[config.mk]
export PLATFORM = sky130hd
export DESIGN_NAME = tap_port
export DESIGN_NICKNAME = d
export VERILOG_FILES = /design/src/tap_sync.v /design/src/tap_port.v
export VERILOG_INCLUDE_DIRS = /design/src
export SDC_FILE = /design/constraint.sdc
export NUM_CORES = 1
export LEC_CHECK = 0
export BUFFER_PORTS_ARGS = -buffer_cell sky130_fd_sc_hd__buf_2
export CAP_MARGIN = 15
export CORE_UTILIZATION = 53
export DETAILED_ROUTE_END_ITERATION = 10
export MAX_ROUTING_LAYER = met4
export PLACE_DENSITY_LB_ADDON = 0.2
export SYNTH_ARGS = -nofsm -noshare
export SYNTH_HDL_FRONTEND = slang
export SYNTH_SLANG_ARGS = --single-unit
[constraint.sdc]
create_clock -name clk_sys -period 1.7 [get_ports clk_sys]
set_clock_uncertainty 0.05 [all_clocks]
set_input_delay 0 -clock clk_sys [delete_from_list [all_inputs] [get_ports clk_sys]]
set_output_delay 0 -clock clk_sys [all_outputs]
set_load 0.02 [all_outputs]
[src/tap_regs.vh]
`ifndef TAP_REGS_VH
`define TAP_REGS_VH

// TAP controller state codes (standard 16-state sequence)
`define TAP_ST_RESET      4'h0
`define TAP_ST_IDLE       4'h1
`define TAP_ST_SEL_DR     4'h2
`define TAP_ST_CAP_DR     4'h3
`define TAP_ST_SHIFT_DR   4'h4
`define TAP_ST_EXIT1_DR   4'h5
`define TAP_ST_PAUSE_DR   4'h6
`define TAP_ST_EXIT2_DR   4'h7
`define TAP_ST_UPD_DR     4'h8
`define TAP_ST_SEL_IR     4'h9
`define TAP_ST_CAP_IR     4'ha
`define TAP_ST_SHIFT_IR   4'hb
`define TAP_ST_EXIT1_IR   4'hc
`define TAP_ST_PAUSE_IR   4'hd
`define TAP_ST_EXIT2_IR   4'he
`define TAP_ST_UPD_IR     4'hf

// Instruction register width and captured pattern (low bits 01)
`define TAP_IR_WIDTH      4
`define TAP_IR_CAPTURE    4'h1
// Instruction loaded at controller reset (bypass, all ones)
`define TAP_IR_RESET      4'hf

// Fastest legal test clock, in kHz, and system clock in kHz
`define TAP_TCK_MAX_KHZ   10000
`define TAP_SYS_KHZ       100000

`endif

[src/tap_sync.v]
`timescale 1ns/10ps
`include "tap_regs.vh"

// Two-stage synchroniser for a bundle of pin inputs
module tap_sync #(
    parameter WIDTH = 4,
    parameter [WIDTH-1:0] INIT = {WIDTH{1'b0}}
) (
    input  wire             clk_sys,
    input  wire             resetn,
    input  wire [WIDTH-1:0] din,
    output wire [WIDTH-1:0] dout
);

    reg [WIDTH-1:0] meta_r;   // First stage, read only by second stage
    reg [WIDTH-1:0] sync_r;   // Second stage, safe for logic

    // Sample the pins twice before anyone else looks at them
    always @(posedge clk_sys)
    begin
        if (!resetn)
        begin
            meta_r <= INIT;
            sync_r <= INIT;
        end
        else
        begin
            meta_r <= din;
            sync_r <= meta_r;
        end
    end

    assign dout = sync_r;

endmodule

[src/tap_port.v]
// Summary of operation
// - Test reset low forces controller reset after the pin synchroniser, without a test clock edge
// - Mode select on rising edge steps states
// - Serial input captured on rising test clock
// - Serial output changes only on falling edges
`timescale 1ns/10ps
`include "tap_regs.vh"

module tap_port #(
    parameter IR_W  = `TAP_IR_WIDTH,   // Instruction register width
    parameter DR_W  = 32               // General data register width
) (
    input  wire            clk_sys,
    input  wire            resetn,
    input  wire            test_port_reset_n,
    input  wire            test_port_clock,
    input  wire            test_port_mode_select,
    input  wire            test_port_serial_in,
    output reg             test_port_serial_out,
    output reg             test_port_serial_out_en,
    output reg  [3:0]      tap_state,
    output reg  [IR_W-1:0] tap_instr,
    output reg             tck_too_fast
);

    // Shortest legal test clock half period, in system cycles
    localparam integer HALF_CYC =
        `TAP_SYS_KHZ / (2 * `TAP_TCK_MAX_KHZ);

    wire [3:0] pins_s;          // Synchronised pin levels
    wire       trst_n_s;        // Test reset, synchronised
    wire       tck_s;           // Test clock, synchronised
    wire       tms_s;           // Mode select, synchronised
    wire       tdi_s;           // Serial input, synchronised

    reg        tck_d_r;         // Previous test clock level
    reg  [3:0] state_r;         // Controller state
    reg  [3:0] state_nxt;
    reg  [IR_W-1:0] ir_sh_r;    // Instruction shift stage
    reg  [IR_W-1:0] ir_r;       // Active instruction
    reg  [DR_W-1:0] dr_r;       // Data shift path
    reg        byp_r;           // One-bit bypass path
    reg  [7:0] hcnt_r;          // System cycles since last clock edge

    wire       tck_rise = tck_s & ~tck_d_r;
    wire       tck_fall = ~tck_s & tck_d_r;
    wire       bypass   = &ir_r;

    tap_sync #(
        .WIDTH (4),
        .INIT  (4'hb)
    ) u_sync (
        .clk_sys (clk_sys),
        .resetn  (resetn),
        .din     ({test_port_reset_n, test_port_clock,
                   test_port_mode_select, test_port_serial_in}),
        .dout    (pins_s)
    );

    assign trst_n_s = pins_s[3];
    assign tck_s    = pins_s[2];
    assign tms_s    = pins_s[1];
    assign tdi_s    = pins_s[0];

    // Is the state one where the serial output is live
    function is_shift;
        input [3:0] st;
        begin
            is_shift = (st == `TAP_ST_SHIFT_DR) || (st == `TAP_ST_SHIFT_IR);
        end
    endfunction

    // Standard next-state map, stepped by mode select
    always @*
    begin
        case (state_r)
            `TAP_ST_RESET:    state_nxt = tms_s ? `TAP_ST_RESET
                                                : `TAP_ST_IDLE;
            `TAP_ST_IDLE:     state_nxt = tms_s ? `TAP_ST_SEL_DR
                                                : `TAP_ST_IDLE;
            `TAP_ST_SEL_DR:   state_nxt = tms_s ? `TAP_ST_SEL_IR
                                                : `TAP_ST_CAP_DR;
            `TAP_ST_CAP_DR:   state_nxt = tms_s ? `TAP_ST_EXIT1_DR
                                                : `TAP_ST_SHIFT_DR;
            `TAP_ST_SHIFT_DR: state_nxt = tms_s ? `TAP_ST_EXIT1_DR
                                                : `TAP_ST_SHIFT_DR;
            `TAP_ST_EXIT1_DR: state_nxt = tms_s ? `TAP_ST_UPD_DR
                                                : `TAP_ST_PAUSE_DR;
            `TAP_ST_PAUSE_DR: state_nxt = tms_s ? `TAP_ST_EXIT2_DR
                                                : `TAP_ST_PAUSE_DR;
            `TAP_ST_EXIT2_DR: state_nxt = tms_s ? `TAP_ST_UPD_DR
                                                : `TAP_ST_SHIFT_DR;
            `TAP_ST_UPD_DR:   state_nxt = tms_s ? `TAP_ST_SEL_DR
                                                : `TAP_ST_IDLE;
            `TAP_ST_SEL_IR:   state_nxt = tms_s ? `TAP_ST_RESET
                                                : `TAP_ST_CAP_IR;
            `TAP_ST_CAP_IR:   state_nxt = tms_s ? `TAP_ST_EXIT1_IR
                                                : `TAP_ST_SHIFT_IR;
            `TAP_ST_SHIFT_IR: state_nxt = tms_s ? `TAP_ST_EXIT1_IR
                                                : `TAP_ST_SHIFT_IR;
            `TAP_ST_EXIT1_IR: state_nxt = tms_s ? `TAP_ST_UPD_IR
                                                : `TAP_ST_PAUSE_IR;
            `TAP_ST_PAUSE_IR: state_nxt = tms_s ? `TAP_ST_EXIT2_IR
                                                : `TAP_ST_PAUSE_IR;
            `TAP_ST_EXIT2_IR: state_nxt = tms_s ? `TAP_ST_UPD_IR
                                                : `TAP_ST_SHIFT_IR;
            `TAP_ST_UPD_IR:   state_nxt = tms_s ? `TAP_ST_SEL_DR
                                                : `TAP_ST_IDLE;
            default:          state_nxt = `TAP_ST_RESET;
        endcase
    end

    // Controller and shift paths advance on test clock rising edges
    always @(posedge clk_sys)
    begin
        if (!resetn)
        begin
            tck_d_r <= 1'b0;    // Idle-low clock, so no false edge
            state_r <= `TAP_ST_RESET;
            ir_sh_r <= `TAP_IR_RESET;
            ir_r    <= `TAP_IR_RESET;
            dr_r    <= {DR_W{1'b0}};
            byp_r   <= 1'b0;
        end
        else
        begin
            tck_d_r <= tck_s;
            // Test reset wins without waiting for a clock edge
            if (!trst_n_s)
            begin
                state_r <= `TAP_ST_RESET;
                ir_r    <= `TAP_IR_RESET;
            end
            else if (tck_rise)
            begin
                state_r <= state_nxt;
                case (state_r)
                    `TAP_ST_RESET:
                        ir_r <= `TAP_IR_RESET;
                    `TAP_ST_CAP_IR:
                        ir_sh_r <= `TAP_IR_CAPTURE;
                    `TAP_ST_SHIFT_IR:
                        ir_sh_r <= {tdi_s, ir_sh_r[IR_W-1:1]};
                    `TAP_ST_UPD_IR:
                        ir_r <= ir_sh_r;
                    `TAP_ST_CAP_DR:
                        byp_r <= 1'b0;
                    `TAP_ST_SHIFT_DR:
                    begin
                        // Bypass is one stage; other codes use the wide path
                        if (bypass)
                            byp_r <= tdi_s;
                        else
                            dr_r <= {tdi_s, dr_r[DR_W-1:1]};
                    end
                    default:
                        byp_r <= byp_r;
                endcase
            end
        end
    end

    // Serial output moves only on falling edges; its enable also drops on test reset
    always @(posedge clk_sys)
    begin
        if (!resetn)
        begin
            test_port_serial_out    <= 1'b0;
            test_port_serial_out_en <= 1'b0;
        end
        else if (!trst_n_s)
        begin
            test_port_serial_out_en <= 1'b0;
        end
        else if (tck_fall)
        begin
            test_port_serial_out_en <= is_shift(state_r);
            if (state_r == `TAP_ST_SHIFT_IR)
                test_port_serial_out <= ir_sh_r[0];
            else if (bypass)
                test_port_serial_out <= byp_r;
            else
                test_port_serial_out <= dr_r[0];
        end
    end

    // Flag a test clock running past its limit; sticky until reset.
    // Half period is measured between opposite edges in system cycles.
    always @(posedge clk_sys)
    begin
        if (!resetn)
        begin
            hcnt_r       <= 8'h00;
            tck_too_fast <= 1'b0;
        end
        else if (tck_rise || tck_fall)
        begin
            hcnt_r <= 8'h01;
            if (hcnt_r != 8'h00 && hcnt_r < HALF_CYC[7:0])
                tck_too_fast <= 1'b1;
        end
        else if (hcnt_r != 8'hff && hcnt_r != 8'h00)
        begin
            hcnt_r <= hcnt_r + 8'h01;
        end
    end

    // Mirror of controller state for observation
    always @(posedge clk_sys)
    begin
        if (!resetn)
        begin
            tap_state <= `TAP_ST_RESET;
            tap_instr <= `TAP_IR_RESET;
        end
        else
        begin
            tap_state <= state_r;
            tap_instr <= ir_r;
        end
    end

endmodule

# Word level (Yosys, flattened, before mapping)
# Index checks and enable logic that the tools add are counted.
totals:
  wordCells: 83
  reg_bits: 73
  latchBits: 0
  n_memories: 0
  ram_bits: 0
  mem_bits_ro: 0
classes:
  mux: 21
  n_bitwise: 6
  magnitude_cmp: 1
  shifts: 0
  n_reduce_logical: 22
  mul: 0
  div_mod_pow: 0
  n_addsub: 1
  n_eq_ne: 17
op_table:
  columns: ["cell", "n"]
  rows:
  - ["4-bit case mux with 12 select lines", 1]
  - ["4-bit == test, second input constant", 8]
  - ["4-bit by 3-bit == test with 1-bit output, second input constant", 4]
  - ["4-bit 2-to-1 mux", 4]
  - ["4-bit case mux with 2 select lines", 2]
  - ["4-bit AND reduction", 3]
  - ["8-bit by 1-bit adder with 8-bit output, second input constant", 1]
  - ["4-bit by 2-bit == test with 1-bit output, second input constant", 2]
  - ["8-bit by 3-bit less-than comparator with 1-bit output, second input constant", 1]
  - ["1-bit 2-to-1 mux", 8]
  - ["8-bit != test, second input constant", 1]
  - ["2-bit AND reduction", 4]
  - ["2-bit nonzero test", 4]
  - ["8-bit nonzero test", 1]
  - ["2-bit 2-to-1 mux", 3]
  - ["3-bit 2-to-1 mux", 2]
  - ["2-bit OR reduction", 3]
  - ["4-bit by 1-bit == test with 1-bit output, second input constant", 1]
  - ["4-bit zero test", 1]
  - ["1-bit NOT", 4]
  - ["3-bit AND reduction", 1]
  - ["3-bit OR reduction", 1]
  - ["1-bit bitwise AND", 2]
  - ["1-bit logical AND", 2]
  - ["3 further kinds", 4]

# Depth between registers and ports, before layout
logic_depth:
  word_depth: 4
  depth_mapped: 8

# Cells and area by module
# A second synthesis with hierarchy kept.
unflattened:
  cells_unflattened: 345
  area_unflattened_um2: 2910.3
by_module_without_submodules:
  columns: ["mod", "seq_area_each_um2", "cells_each", "area_per_inst_um2", "instances"]
  rows:
  - ["tap_port", 1301.2, 329, 2700.1, 1]
  - ["tap_sync", 160.2, 16, 210.2, 1]

# Worst setup path before layout
# OpenSTA, ideal clock, no wires.
synth_path:
  path_type: "register to register"
  startpoint: "register hcnt_r[0]"
  endpoint: "register hcnt_r[1]"
  setup_slack_ns: -0.020
  path_stages_with_launch: 8
  setup_time_ns: 0.121
  arrival_ns: 1.550
  path_buffers: 1
  path_cell_list: "dfxtp_1 inv_1 ha_1 or4b_1 o22ai_2 buf_6 mux2i_1 nor2_1"
synth_between:
  elab_chain_cells: 2
synth_lines:
  columns: ["item", "line", "rtl"]
  rows:
  - ["start, declared", "tap_port.v:43", "reg [7:0] hcnt_r;"]
  - ["start signal, assigned", "tap_port.v:204", "hcnt_r <= hcnt_r + 8'h01;"]
  - ["branches (longest 2 deep; another with 8-bit by 1-bit adder with 8-bit output)", null, null]
# Parallel ways; which one is timed is not known.
# A chain may end at the register's enable or synchronous reset.

# Worst setup path after layout
layout_path:
  startpoint: "register hcnt_r[1]"
  endpoint: "register hcnt_r[1]"
# The elaborated chain is that of the path after synthesis.

==> reports/metrics.csv <==
metric,value,unit
Post-Syn Area,0.002910,sq mm
count of cell types in the netlist,48,
Final Setup Violations,2,
"Clk pin slew, worst setup/hold paths",0.08,ns
largest area contributor in the netlist,dfxtp_1,
initial antenna violation count,0,
post-layout min period,1.712,ns
Final Slew Violations,0,
"commonest non-fill, non-tap cell in the layout",nand2_1,
Avg WL per Cell,12.09,microns
Yosys warning total,0,
crit start category,register,
largest net degree at the start of global routing,33,
ANT nets after route,0,
relative slew slack,0.7565,
CTS Buf Count,9,
Worst Hold End,u_sync.meta_r[1]$_SDFF_PN1_,
worst hold-check path type,input pin to register,
boundary pin count,17,
chip width,76.10,microns
hold_sp,test_port_mode_select,
htree depth,3,
total number of vias,2426,
P_int,2.626,mW
crit path max fanout,6,
Area contributors post-synth,"dfxtp_1 (50%), nand2_1 (10%), a21oi_1 (7.1%)",
GR Util All Layers,0.2142,
Crit Reg-Reg Startpoint,hcnt_r[1]$_SDFFE_PP0P_,
Psw,0.8863,mW
I/O Buffers,16,
clk_lat worst skew,0.34,ns
Crit path arrival time,1.90,ns
top_reg_cell synth,dfxtp_1,
TritonCTS Sinks,73,
Iteration-0 DRC Markers,165,
Synth Area per Inst,8.436,sq um
Max VDD drop,0.0007579,V
post-synth top area share,0.5021,
P per Cell Area,1002,mW/mm^2
clock share of power,0.350,
"Cell Area, Placed",0.003188,sq mm
RSZ-0062 raised after global routing,true,
post-synthesis net count,355,
final core utilization,0.6736,
Net Sw Frac,0.2524,
Max Cap Viol,0,
"Hold Vio Cnt, Final",0,
drt drc,0,
routed vias/inst,5.320,
first-pass GRT wire length,9708,microns
Initial Utilization,0.5591,
"FF+latch count, synth",73,
R2R cell count,7,
Final TNS setup,-0.02463,ns
failing checks,negative setup slack,
DP Cell Count,430,
period utilisation layout,1.007,
Rows,26,
Final WS setup,-0.01243,ns
CTS Root Cell,clkbuf_8,
Non-Filler Instances,456,
final instance area,0.003506,sq mm
combinational power share,0.144,
outcome,"complete, but fails checks",
ys async rst share,0,
required time of the critical path,1.89,ns
share of cells above drive strength 1,0.1891,
fmax,0.5840,GHz
CORE AREA,0.005205,sq mm
Final #Nets,391,
r2r setup slk,-0.01,ns
Post-Route WL,5515,microns
RD Place Congestion,0.8010,
clk buf depth,2,
sequential fraction of the synthesis area,0.5021,
overall power,3.512,mW
gr ovfl total,0,
Die H,76.10,microns
ant diodes,0,
reg2reg end,hcnt_r[1]$_SDFFE_PP0P_,
die footprint,0.005791,sq mm
vias in the first global route,2178,
Worst Tran Pin Value,0.3648,ns
CTS tree,yes,
Flop pwr share,0.505,
Syn-to-layout area delta,20.46,%
leakage,1.271,nW
crit end category,register,
hold depth,3,
pre-CTS setup slack,-0.03188,ns
Post-synth EDFFs,0,
dpl hpwl,3445,microns
WHS,0.3288,ns
Gate Count Post-Synth,345,
first drt pass iteration count,4,
critical path class,register to register,
most frequent cells in the layout,"nand2_1 (78), dfxtp_1 (71), a21oi_1 (40)",
## cells in the mapped netlist (2+ instances only)
cell,number
nand2_1,78
dfxtp_1,73
a21oi_1,41
nor2_1,16
clkbuf_1,14
nand2b_1,14
nand3_1,14
inv_1,9
o21ai_0,8
nand4_1,7
and2_1,5
buf_2,5
ha_1,4
nor2b_1,4
o22a_1,4
or3_1,4
a211oi_1,3
buf_4,3
or4_1,3
a311oi_1,2
and4_1,2
mux2i_1,2
nor3_1,2
nor4_1,2
o211ai_1,2
o31ai_1,2
## worst max-delay path, cell delays in order (launching register included)
cell,delay (ns)
dfxtp_2,0.34
inv_2,0.06
ha_4,0.13
or4b_4,0.46
o22ai_4,0.18
buf_6,0.15
mux2i_1,0.18
nor2_1,0.05
## timing repair
action,in CTS,in global routing
pin swaps,5,5
setup endpoints to repair,5,8
hold buffers,8,0
setup buffers,1,1
endpoints found under the hold margin,10,0
resized for setup,4,7
## power groups by stage
stage	clock network (mW)	logic, mW	registers (mW)
after floorplan	0	0.291	1.81
after global placement	0	0.388	1.81
after detailed placement	0	0.400	1.81
after CTS	1.26	0.473	1.77
after global routing	1.35	0.549	1.78
final	1.23	0.507	1.77
## registers in the layout, summed over array words and instances, names as in the netlist, 4 cells and up
register and cells:
dr_r 32, hcnt_r 8, ir_r 4, ir_sh_r 4, state_r 4, tap_instr 4, tap_state 4, u_sync.dout 4
u_sync.meta_r 4
## layer usage
| layer | track usage | up-vias | wire (microns) |
|---|---|---|---|
| met1 | 0.2755 | 1094 | 2604 |
| met4 | 0.1115 | 0 | 140 |
| met3 | 0.04671 | 15 | 263 |
| li1 | - | 1256 | - |
| met5 | - | - | 0 |
| met2 | 0.3164 | 61 | 2507 |
## cells by family (layout without fill, tap and decap cells)
| logic type | Yosys count | in the layout | synth area share |
|---|---|---|---|
| buffers and inverters | 34 | 75 | 0.05244 |
| AOI/OAI and AO/OA | 72 | 72 | 0.1496 |
| muxes | 3 | 3 | 0.01075 |
| DFF | 73 | 73 | 0.5021 |
| adders and majority gates | 4 | 4 | 0.01720 |
| and+or+nand+nor | 157 | 157 | 0.2618 |
| xor gates and xnor gates | 2 | 2 | 0.006020 |
## cell type report
class                   count  area (sq um)
multi-input cells         238          1341
repair buffers             49         392.9
well taps                  70         87.58
fillers                   428          1699
inverters                  10         37.54
clock buffers              12         155.1
flip-flops and latches     73          1464
clock inverters             4         27.53
## worst max-delay path by stage
stage	start	end	depth (start not counted)
global placement	hcnt_r[1]$_SDFFE_PP0P_	hcnt_r[1]$_SDFFE_PP0P_	7
CTS	hcnt_r[1]$_SDFFE_PP0P_	hcnt_r[1]$_SDFFE_PP0P_	7
global route	hcnt_r[1]$_SDFFE_PP0P_	hcnt_r[1]$_SDFFE_PP0P_	7
floorplan	hcnt_r[0]$_SDFFE_PN0P_	hcnt_r[1]$_SDFFE_PP0P_	7
detailed placement	hcnt_r[1]$_SDFFE_PP0P_	hcnt_r[5]$_SDFFE_PP0P_	7
finish	hcnt_r[1]$_SDFFE_PP0P_	hcnt_r[1]$_SDFFE_PP0P_	7
Note: power is estimated with default switching activity, not from simulation.
